File: src/shared/hbs_regs.svh
// Constants of the ballast sequencer
// Contract
// - Start only on threshold, high sense, clear low
// - Lockout holds outputs off, clears counters, keeps polarity
// - Ignition timer restarts only on entry from lockout
// - Strike timer ticks form ignition base clock
// - Divide by 128, strike 21s on 64s off
// - Strike output high enables ignition switch
// - No ignition in 1180s latches fault
// - Low lamp voltage stops strike timer
// - General mode compares sense against limits
// - Bridge oscillates right after lockout exit
// - Ramp top tick toggles both gate pairs
// - Fixed dead-time holds all gates off
// - Strike output low through dead-time
// - Bridge stops only in fault or lockout
// - Fault latches off until clear or lockout
`ifndef HBS_REGS_SVH
`define HBS_REGS_SVH
`define HBS_BASE_MS      666
`define HBS_DIV          128
`define HBS_ON_S         21
`define HBS_OFF_S        64
`define HBS_TIMEOUT_S    1180
`define HBS_DEAD_NS      1000
`define HBS_CLK_NS       10
`define HBS_DEAD_CYC     ((`HBS_DEAD_NS + `HBS_CLK_NS - 1) / `HBS_CLK_NS)
// Seconds scaled to base ticks: s*1000/666, on and off rounded, time-out truncated
`define HBS_ON_TK        ((`HBS_ON_S * 1000 + `HBS_BASE_MS / 2) / `HBS_BASE_MS)
`define HBS_OFF_TK       ((`HBS_OFF_S * 1000 + `HBS_BASE_MS / 2) / `HBS_BASE_MS)
`define HBS_TOUT_TK      ((`HBS_TIMEOUT_S * 1000) / `HBS_BASE_MS)
`endif

File: src/shared/hbs_pkg.sv
// Types of the ballast sequencer
package hbs_pkg;
  typedef enum logic [2:0] {
    HBS_LOCKOUT,
    HBS_IGNITION,
    HBS_GENERAL,
    HBS_BUCK_OFF,
    HBS_FAULT
  } hbs_mode_e;
endpackage : hbs_pkg

File: src/logic/hbs_sequencer.sv
// Mode sequencer with bridge driver and strike timer
`timescale 1ns/1ps
`include "hbs_regs.svh"
module hbs_sequencer
  import hbs_pkg::*;
#(
  parameter int DEAD_CYC = `HBS_DEAD_CYC,
  parameter int DIV      = `HBS_DIV,
  parameter int ON_TK    = `HBS_ON_TK,
  parameter int OFF_TK   = `HBS_OFF_TK,
  parameter int TOUT_TK  = `HBS_TOUT_TK
)(
  // Clock and reset
  input  wire logic i_clk,
  input  wire logic i_rst_n,
  input  wire logic i_ce,
  // Comparator levels
  input  wire logic i_startup_threshold,
  input  wire logic i_above_upper_volt_limit,
  input  wire logic i_below_two_fifths_limit,
  input  wire logic i_fault_clear,
  input  wire logic i_over_voltage_limit_level,
  input  wire logic i_over_current_limit_level,
  input  wire logic i_fault_request,
  // Ramp ticks
  input  wire logic i_strike_timer_tick,
  input  wire logic i_bridge_ramp_tick,
  // Power stage
  output logic      o_high_side_a_gate,
  output logic      o_low_side_a_gate,
  output logic      o_high_side_b_gate,
  output logic      o_low_side_b_gate,
  output logic      o_buck_enable,
  output logic      o_strike_pulse_enable,
  output logic      o_fault_latch,
  output logic [2:0] o_mode
);
  localparam int IN_W = 9;
  logic [1:0]      rst_sync;
  logic            rst_n;
  logic [IN_W-1:0] s1, s2, s3;
  logic            supply_ok, vhigh, vlow, fclr;
  logic            ovl, ocl, freq;
  logic            tick_ign, tick_brg;

  // Reset release through two flops
  always_ff @(posedge i_clk or negedge i_rst_n)
  begin
    if (!i_rst_n)
      rst_sync <= 2'h0;
    else
      rst_sync <= {rst_sync[0], 1'b1};
  end
  assign rst_n = rst_sync[1];

  always_ff @(posedge i_clk or negedge rst_n)
  begin
    if (!rst_n)
    begin
      s1 <= '0;
      s2 <= '0;
      s3 <= '0;
    end
    else if (i_ce)
    begin
      s1 <= {i_startup_threshold, i_above_upper_volt_limit,
             i_below_two_fifths_limit, i_fault_clear,
             i_over_voltage_limit_level, i_over_current_limit_level,
             i_fault_request, i_strike_timer_tick, i_bridge_ramp_tick};
      s2 <= s1;
      s3 <= s2;
    end
  end
  assign supply_ok = s2[8];
  assign vhigh     = s2[7];
  assign vlow      = s2[6];
  assign fclr      = s2[5];
  assign ovl       = s2[4];
  assign ocl       = s2[3];
  assign freq      = s2[2];
  assign tick_ign  = s2[1] & ~s3[1];
  assign tick_brg  = s2[0] & ~s3[0];

  hbs_mode_e   mode, next_mode;
  logic [7:0]  div_cnt, next_div_cnt;
  logic [10:0] tout_cnt, next_tout_cnt;
  logic        polarity, next_polarity;
  logic [7:0]  dead_cnt, next_dead_cnt;
  logic        running, div_wrap, dead;

  assign running  = (mode != HBS_LOCKOUT) && (mode != HBS_FAULT);
  assign dead     = dead_cnt != 8'h00;
  assign div_wrap = div_cnt == 8'(DIV - 1);

  always_comb
  begin
    next_mode      = mode;
    next_div_cnt   = div_cnt;
    next_tout_cnt  = tout_cnt;
    next_polarity  = polarity;
    next_dead_cnt  = dead_cnt;
    case (mode)
      HBS_LOCKOUT:
      begin
        if (supply_ok && vhigh && !fclr)
          next_mode = HBS_IGNITION;
      end
      HBS_IGNITION:
      begin
        if (vlow)
          next_mode = HBS_GENERAL;
        else if (tick_ign && tout_cnt == 11'(TOUT_TK - 1))
          next_mode = HBS_FAULT;
      end
      HBS_GENERAL:
      begin
        if (ovl || ocl)
          next_mode = HBS_BUCK_OFF;
      end
      HBS_BUCK_OFF:
      begin
        if (!ovl && !ocl && vlow)
          next_mode = HBS_GENERAL;
        else if (!ovl && !ocl && !vlow && !vhigh)
          next_mode = HBS_IGNITION;
      end
      HBS_FAULT:
      begin
        if (fclr)
          next_mode = HBS_LOCKOUT;
      end
      default:
        next_mode = HBS_LOCKOUT;
    endcase
    // fault request from the fault timer
    if (freq && running)
      next_mode = HBS_FAULT;
    if (!supply_ok)
      next_mode = HBS_LOCKOUT;

    if (mode != HBS_IGNITION)
      next_div_cnt = 8'h00;
    else if (tick_ign && next_mode == HBS_IGNITION)
    begin
      // divide by DIV, on phase first
      next_div_cnt  = div_wrap ? 8'h00 : div_cnt + 8'h01;
      next_tout_cnt = tout_cnt + 11'h001;
    end
    // Time-out restarts only from lockout
    if (!running)
      next_tout_cnt = 11'h000;

    if (running && tick_brg)
    begin
      next_polarity = !polarity;
      next_dead_cnt = 8'(DEAD_CYC);
    end
    else if (dead)
      next_dead_cnt = dead_cnt - 8'h01;
    // bridge stops in fault or lockout
    if (!running)
      next_dead_cnt = 8'h00;
  end

  always_ff @(posedge i_clk or negedge rst_n)
  begin
    if (!rst_n)
    begin
      mode      <= HBS_LOCKOUT;
      div_cnt   <= 8'h00;
      tout_cnt  <= 11'h000;
      polarity  <= 1'b0;
      dead_cnt  <= 8'h00;
    end
    else if (i_ce)
    begin
      mode      <= next_mode;
      div_cnt   <= next_div_cnt;
      tout_cnt  <= next_tout_cnt;
      polarity  <= next_polarity;
      dead_cnt  <= next_dead_cnt;
    end
  end

  logic next_run;
  logic next_dead;
  logic next_gate_on;
  assign next_run     = (next_mode != HBS_LOCKOUT) &&
                        (next_mode != HBS_FAULT);
  assign next_dead    = next_dead_cnt != 8'h00;
  assign next_gate_on = next_run && !next_dead;

  always_ff @(posedge i_clk or negedge rst_n)
  begin
    if (!rst_n)
    begin
      o_high_side_a_gate    <= 1'b0;
      o_low_side_a_gate     <= 1'b0;
      o_high_side_b_gate    <= 1'b0;
      o_low_side_b_gate     <= 1'b0;
      o_buck_enable         <= 1'b0;
      o_strike_pulse_enable <= 1'b0;
      o_fault_latch         <= 1'b0;
      o_mode                <= 3'h0;
    end
    else if (i_ce)
    begin
      o_high_side_a_gate <= next_gate_on && next_polarity;
      o_low_side_b_gate  <= next_gate_on && next_polarity;
      o_low_side_a_gate  <= next_gate_on && !next_polarity;
      o_high_side_b_gate <= next_gate_on && !next_polarity;
      o_buck_enable      <= next_run && (next_mode != HBS_BUCK_OFF);
      o_strike_pulse_enable <= (next_mode == HBS_IGNITION) &&
                               (mode == HBS_IGNITION) &&
                               (next_div_cnt < 8'(ON_TK)) && next_gate_on;
      o_fault_latch <= next_mode == HBS_FAULT;
      o_mode        <= next_mode;
    end
  end

  logic any_gate;
  assign any_gate = o_high_side_a_gate | o_low_side_a_gate |
                    o_high_side_b_gate | o_low_side_b_gate;

  chk_no_shoot_through: assert property (@(posedge i_clk) disable iff (!rst_n)
    !(o_high_side_a_gate && o_low_side_a_gate))
    else $error("Half-bridge A shoot-through");
  chk_strike_dead: assert property (@(posedge i_clk) disable iff (!rst_n)
    o_strike_pulse_enable |-> any_gate)
    else $error("Strike high without bridge on");
  chk_dead_gap: assert property (@(posedge i_clk) disable iff (!rst_n)
    i_ce && running && tick_brg && next_run |=> !any_gate)
    else $error("No dead-time after toggle");
  chk_stop_fault: assert property (@(posedge i_clk) disable iff (!rst_n)
    o_mode == 3'(HBS_FAULT) |-> !any_gate && !o_buck_enable)
    else $error("Bridge running in fault");
  chk_lockout_off: assert property (@(posedge i_clk) disable iff (!rst_n)
    o_mode == 3'(HBS_LOCKOUT) |-> !any_gate && !o_fault_latch &&
    !o_strike_pulse_enable)
    else $error("Outputs active in lockout");
  chk_ignite_stop: assert property (@(posedge i_clk) disable iff (!rst_n)
    i_ce && mode == HBS_IGNITION && vlow |=> !o_strike_pulse_enable)
    else $error("Strike still on after ignition");
  chk_fault_hold: assert property (@(posedge i_clk) disable iff (!rst_n)
    i_ce && mode == HBS_FAULT && !fclr && supply_ok |=> mode == HBS_FAULT)
    else $error("Fault left without clear");
  chk_start_cond: assert property (@(posedge i_clk) disable iff (!rst_n)
    i_ce && mode == HBS_LOCKOUT && !(supply_ok && vhigh && !fclr)
    |=> mode == HBS_LOCKOUT)
    else $error("Left lockout without conditions");
  chk_timeout: assert property (@(posedge i_clk) disable iff (!rst_n)
    i_ce && mode == HBS_IGNITION && tick_ign &&
    tout_cnt == 11'(TOUT_TK - 1) && !vlow && supply_ok |=> mode == HBS_FAULT)
    else $error("Ignition time-out missed");
  chk_divider_span: assert property (@(posedge i_clk) disable iff (!rst_n)
    div_cnt < 8'(ON_TK + OFF_TK))
    else $error("Strike divider beyond on and off span");

  cov_ignite: cover property (@(posedge i_clk) disable iff (!rst_n)
    mode == HBS_IGNITION ##1 mode == HBS_GENERAL);
  cov_strike: cover property (@(posedge i_clk) disable iff (!rst_n)
    $rose(o_strike_pulse_enable));
  cov_fault: cover property (@(posedge i_clk) disable iff (!rst_n)
    $rose(o_fault_latch));
endmodule : hbs_sequencer

File: config.mk
export PLATFORM = sky130hd
export DESIGN_NAME = hbs_sequencer
export DESIGN_NICKNAME = d
export VERILOG_FILES = /design/src/shared/hbs_pkg.sv /design/src/logic/hbs_sequencer.sv
export VERILOG_INCLUDE_DIRS = /design/src /design/src/shared
export SDC_FILE = /design/constraint.sdc
export NUM_CORES = 1
export LEC_CHECK = 0
export BUFFER_PORTS_ARGS = -buffer_cell sky130_fd_sc_hd__clkbuf_2
export CORE_ASPECT_RATIO = 1.1
export CORE_MARGIN = 4
export CORE_UTILIZATION = 40
export DETAILED_ROUTE_END_ITERATION = 12
export PLACE_DENSITY = 0.59
export SYNTH_ARGS = -nofsm -noshare
export SYNTH_HDL_FRONTEND = slang
export SYNTH_SLANG_ARGS = --single-unit
File: constraint.sdc
create_clock -name i_clk -period 1.8 [get_ports i_clk]
set_input_delay 0.54 -clock i_clk [delete_from_list [all_inputs] [get_ports i_clk]]
set_output_delay 0.54 -clock i_clk [all_outputs]
set_load 0.02 [all_outputs]
==> flow_summary_export.csv <==
group,metric,value,unit
status,status,"finished, violations left",
status,violations,"setup timing",
clock_network,clock-sinks,58,
finish,final_util,0.597,
setup_path,critPathSlowestCell,"or4b_4",
sta,holdWs,266,ps
setup_path,worstRegToRegCells,8,
route,wl_per_cell,15.1,um
finish,final_nets,431,
setup_path,r2r_end,"o_low_side_b_gate",
clock_network,clk_latency,350,ps
route,vias,2812,
setup_path,critical_path.max_stage_delay,480,ps
floorplan,start_util,0.413,
setup_path,rr_startpoint,"dead_cnt[0]",
sta,worst_slack,-449,ps
finish,final_cell_mix,"74 x buf_4, 55 x dfrtp_1, 22 x nand2_1, 21 x mux2_2, 21 x clkbuf_2",
setup_path,cp-start-kind,"flop",
clock_network,clockRootBuffer,"clkbuf_8",
synthesis,syn_area_per_cell,10.1,um^2
clock_network,htree_levels,3,
clock_network,clk_pin_slew,70,ps
synthesis,yosysUniqueCellTypes,63,
floorplan,die_w,91.9,um
sta,slew_violations,0,
global_route,grt_pass1_vias,2731,
global_route,grt_first_pass_wirelength,13200,um
sta,tightest_slew,494,ps
synthesis,synthArstFlopShare,1.00,
placed_design,place_ws,-467,ps
setup_path,path_max_fanout,4,
route,dr.first_iter.drc_count,90,
floorplan,die_h,100,um
pwr,vdd_drop_max,0.594,mV
clock_network,cts_buffer_depth,2,
synthesis,synth_cells,308,
setup_path,crit_family,"simple AND/OR/NAND/NOR gates",
global_route,antenna_found_initial,0,
sta,timing.fmax,445,MHz
finish,antenna_cells,0,
setup_path,end_kind,"flop",
global_route,grt_usage,0.181,
setup_path,worst-setup-path-type,"reg2reg",
floorplan,core_area,7510,um^2
floorplan,boundaryPins,22,
synthesis,syn_area,3100,um^2
synthesis,ys.flop_type,"dfrtp_1",
synthesis,yosysSeqAreaShare,0.468,
clock_network,cts_tree,"yes",
sta,finalCritPeriodShare,1.25,
sta,tns,-8590,ps
floorplan,rows,33,
setup_path,worstPathCellList,"inv_2, ha_2, or4b_4, or4_4, nand2_1, a32oi_1, and4_1, a22o_1",
route,antenna_left,0,
synthesis,synth_nets,325,
route,wl,7930,um
finish,nFillCells,662,
sta,period_minus_slack,2250,ps
sta,hold_viol_final,0,
pwr,leakage,0.00193,uW
sta,rsz0062_at_grt,"true",
job,maxCapViolCount,0,
global_route,overflow,0,
route,vias_per_cell,5.37,
synthesis,synth-edff-count,0,
setup_path,cp_data_arrival_time,2490,ps
global_route,grt_max_degree,57,
finish,area_growth,44.8,%
sta,setup_viol,34,
worst_hold_path,hold_class,"reg2async",
finish,final_common_cell,"buf_4",
setup_path,cp.buffers_inverters,1,
synthesis,yosysWarnings,0,
placed_design,place_congestion,0.861,
sta,relSlewSlack,0.667,
route,dr.pass1.iters,4,
floorplan,die_area,9230,um^2
pwr,p_per_area,1100,nW/um^2
sta,clock_skew,7.16,ps
synthesis,synth_seq_cells,58,
setup_path,required,2040,ps
placed_design,io_buffers,21,
setup_path,reg2reg_slack,-450,ps
route,remaining_drc_errors,0,
placed_design,dp_hpwl,5370,um
clock_network,cts_buffers,9,
finish,drive_above_1_share,0.494,
[cells by family (layout without fill, tap and decap cells)]
family	Yosys count	after routing	share of synthesized area
multiplexers	22	22	0.0795
AND/OR/NAND/NOR	105	105	0.192
AO/OA/AOI/OAI	87	87	0.188
flip-flops	58	58	0.468
other	1	1	0.00121
XOR/XNOR	5	5	0.0141
adder cells (fa/ha/maj)	5	5	0.0202
buffers and inverters	25	136	0.0371
[layer usage]
metal  global-route usage  wire [um]
met5                    0          0
met4               0.0754        138
met3               0.0435        235
met2                0.285       3890
met1                0.239       3660
[cells in the mapped netlist, types with 7 or more instances]
cell type / count / area share
inv_1: 9 / 0.011
o31ai_1: 8 / 0.019
mux2_2: 21 / 0.076
dfrtp_1: 58 / 0.47
o21ai_0: 26 / 0.042
clkbuf_1: 7 / 0.0085
a21oi_1: 19 / 0.031
nor2_1: 18 / 0.022
nand3_1: 11 / 0.018
nand2_1: 25 / 0.030
[metrics by stage]
stage,power (uW),cell area (um^2),std cells
after detailed placement,3540,3950,496
after global routing,5240,4490,524
after CTS,4850,4280,517
after floorplan,2740,3200,308
after global placement,3510,3950,496
final,4940,4490,524
[worst max path at each step]
stage / end / from / cells past startpoint
final: o_low_side_b_gate / dead_cnt[0] / 8
after detailed placement: o_strike_pulse_enable / s2[3] / 6
after global placement: o_low_side_b_gate / dead_cnt[1] / 9
after floorplan: tout_cnt[3] / mode[1] / 10
after global routing: o_low_side_b_gate / dead_cnt[1] / 8
after CTS: o_low_side_b_gate / dead_cnt[1] / 9
[sequential cells by signal, summed over array words and instances (netlist names), 2 cells and up]
signal	count
tout_cnt	11
s1	9
s2	9
dead_cnt	8
div_cnt	8
mode	3
rst_sync	2
s3	2
[where the power goes]
group | internal [uW] | total [uW] | leakage, uW | switching, uW
Combinational | 1130 | 2150 | 0.00110 | 1020
Clock | 629 | 1160 | 0.0000958 | 529
Sequential | 1480 | 1630 | 0.000743 | 150
[cell type report]
class | count | area (um^2) | area share
inverters | 9 | 33.8 | 0.00753
clock buffers | 10 | 128 | 0.0284
flip-flops and latches | 58 | 1460 | 0.324
repair buffers | 111 | 866 | 0.193
well taps | 105 | 131 | 0.0293
clock inverters | 6 | 57.6 | 0.0128
multi-input cells | 225 | 1820 | 0.405
[worst register-to-register path, cell delays in order (launching register included)]
cell,delay [ps]
dfrtp_1,390
inv_2,80
ha_2,150
or4b_4,480
or4_4,460
nand2_1,80
a32oi_1,110
and4_1,210
a22o_1,190
[what timing repair did]
action | CTS | global route
pin swaps | 23 | 8
endpoints found under the hold margin | 2 | 0
buffers inserted | 4 | 7
gates resized for setup | 35 | 36
endpoints found under the setup margin | 34 | 34
hold buffers | 1 | 0
(Power assumes the default switching activity.)
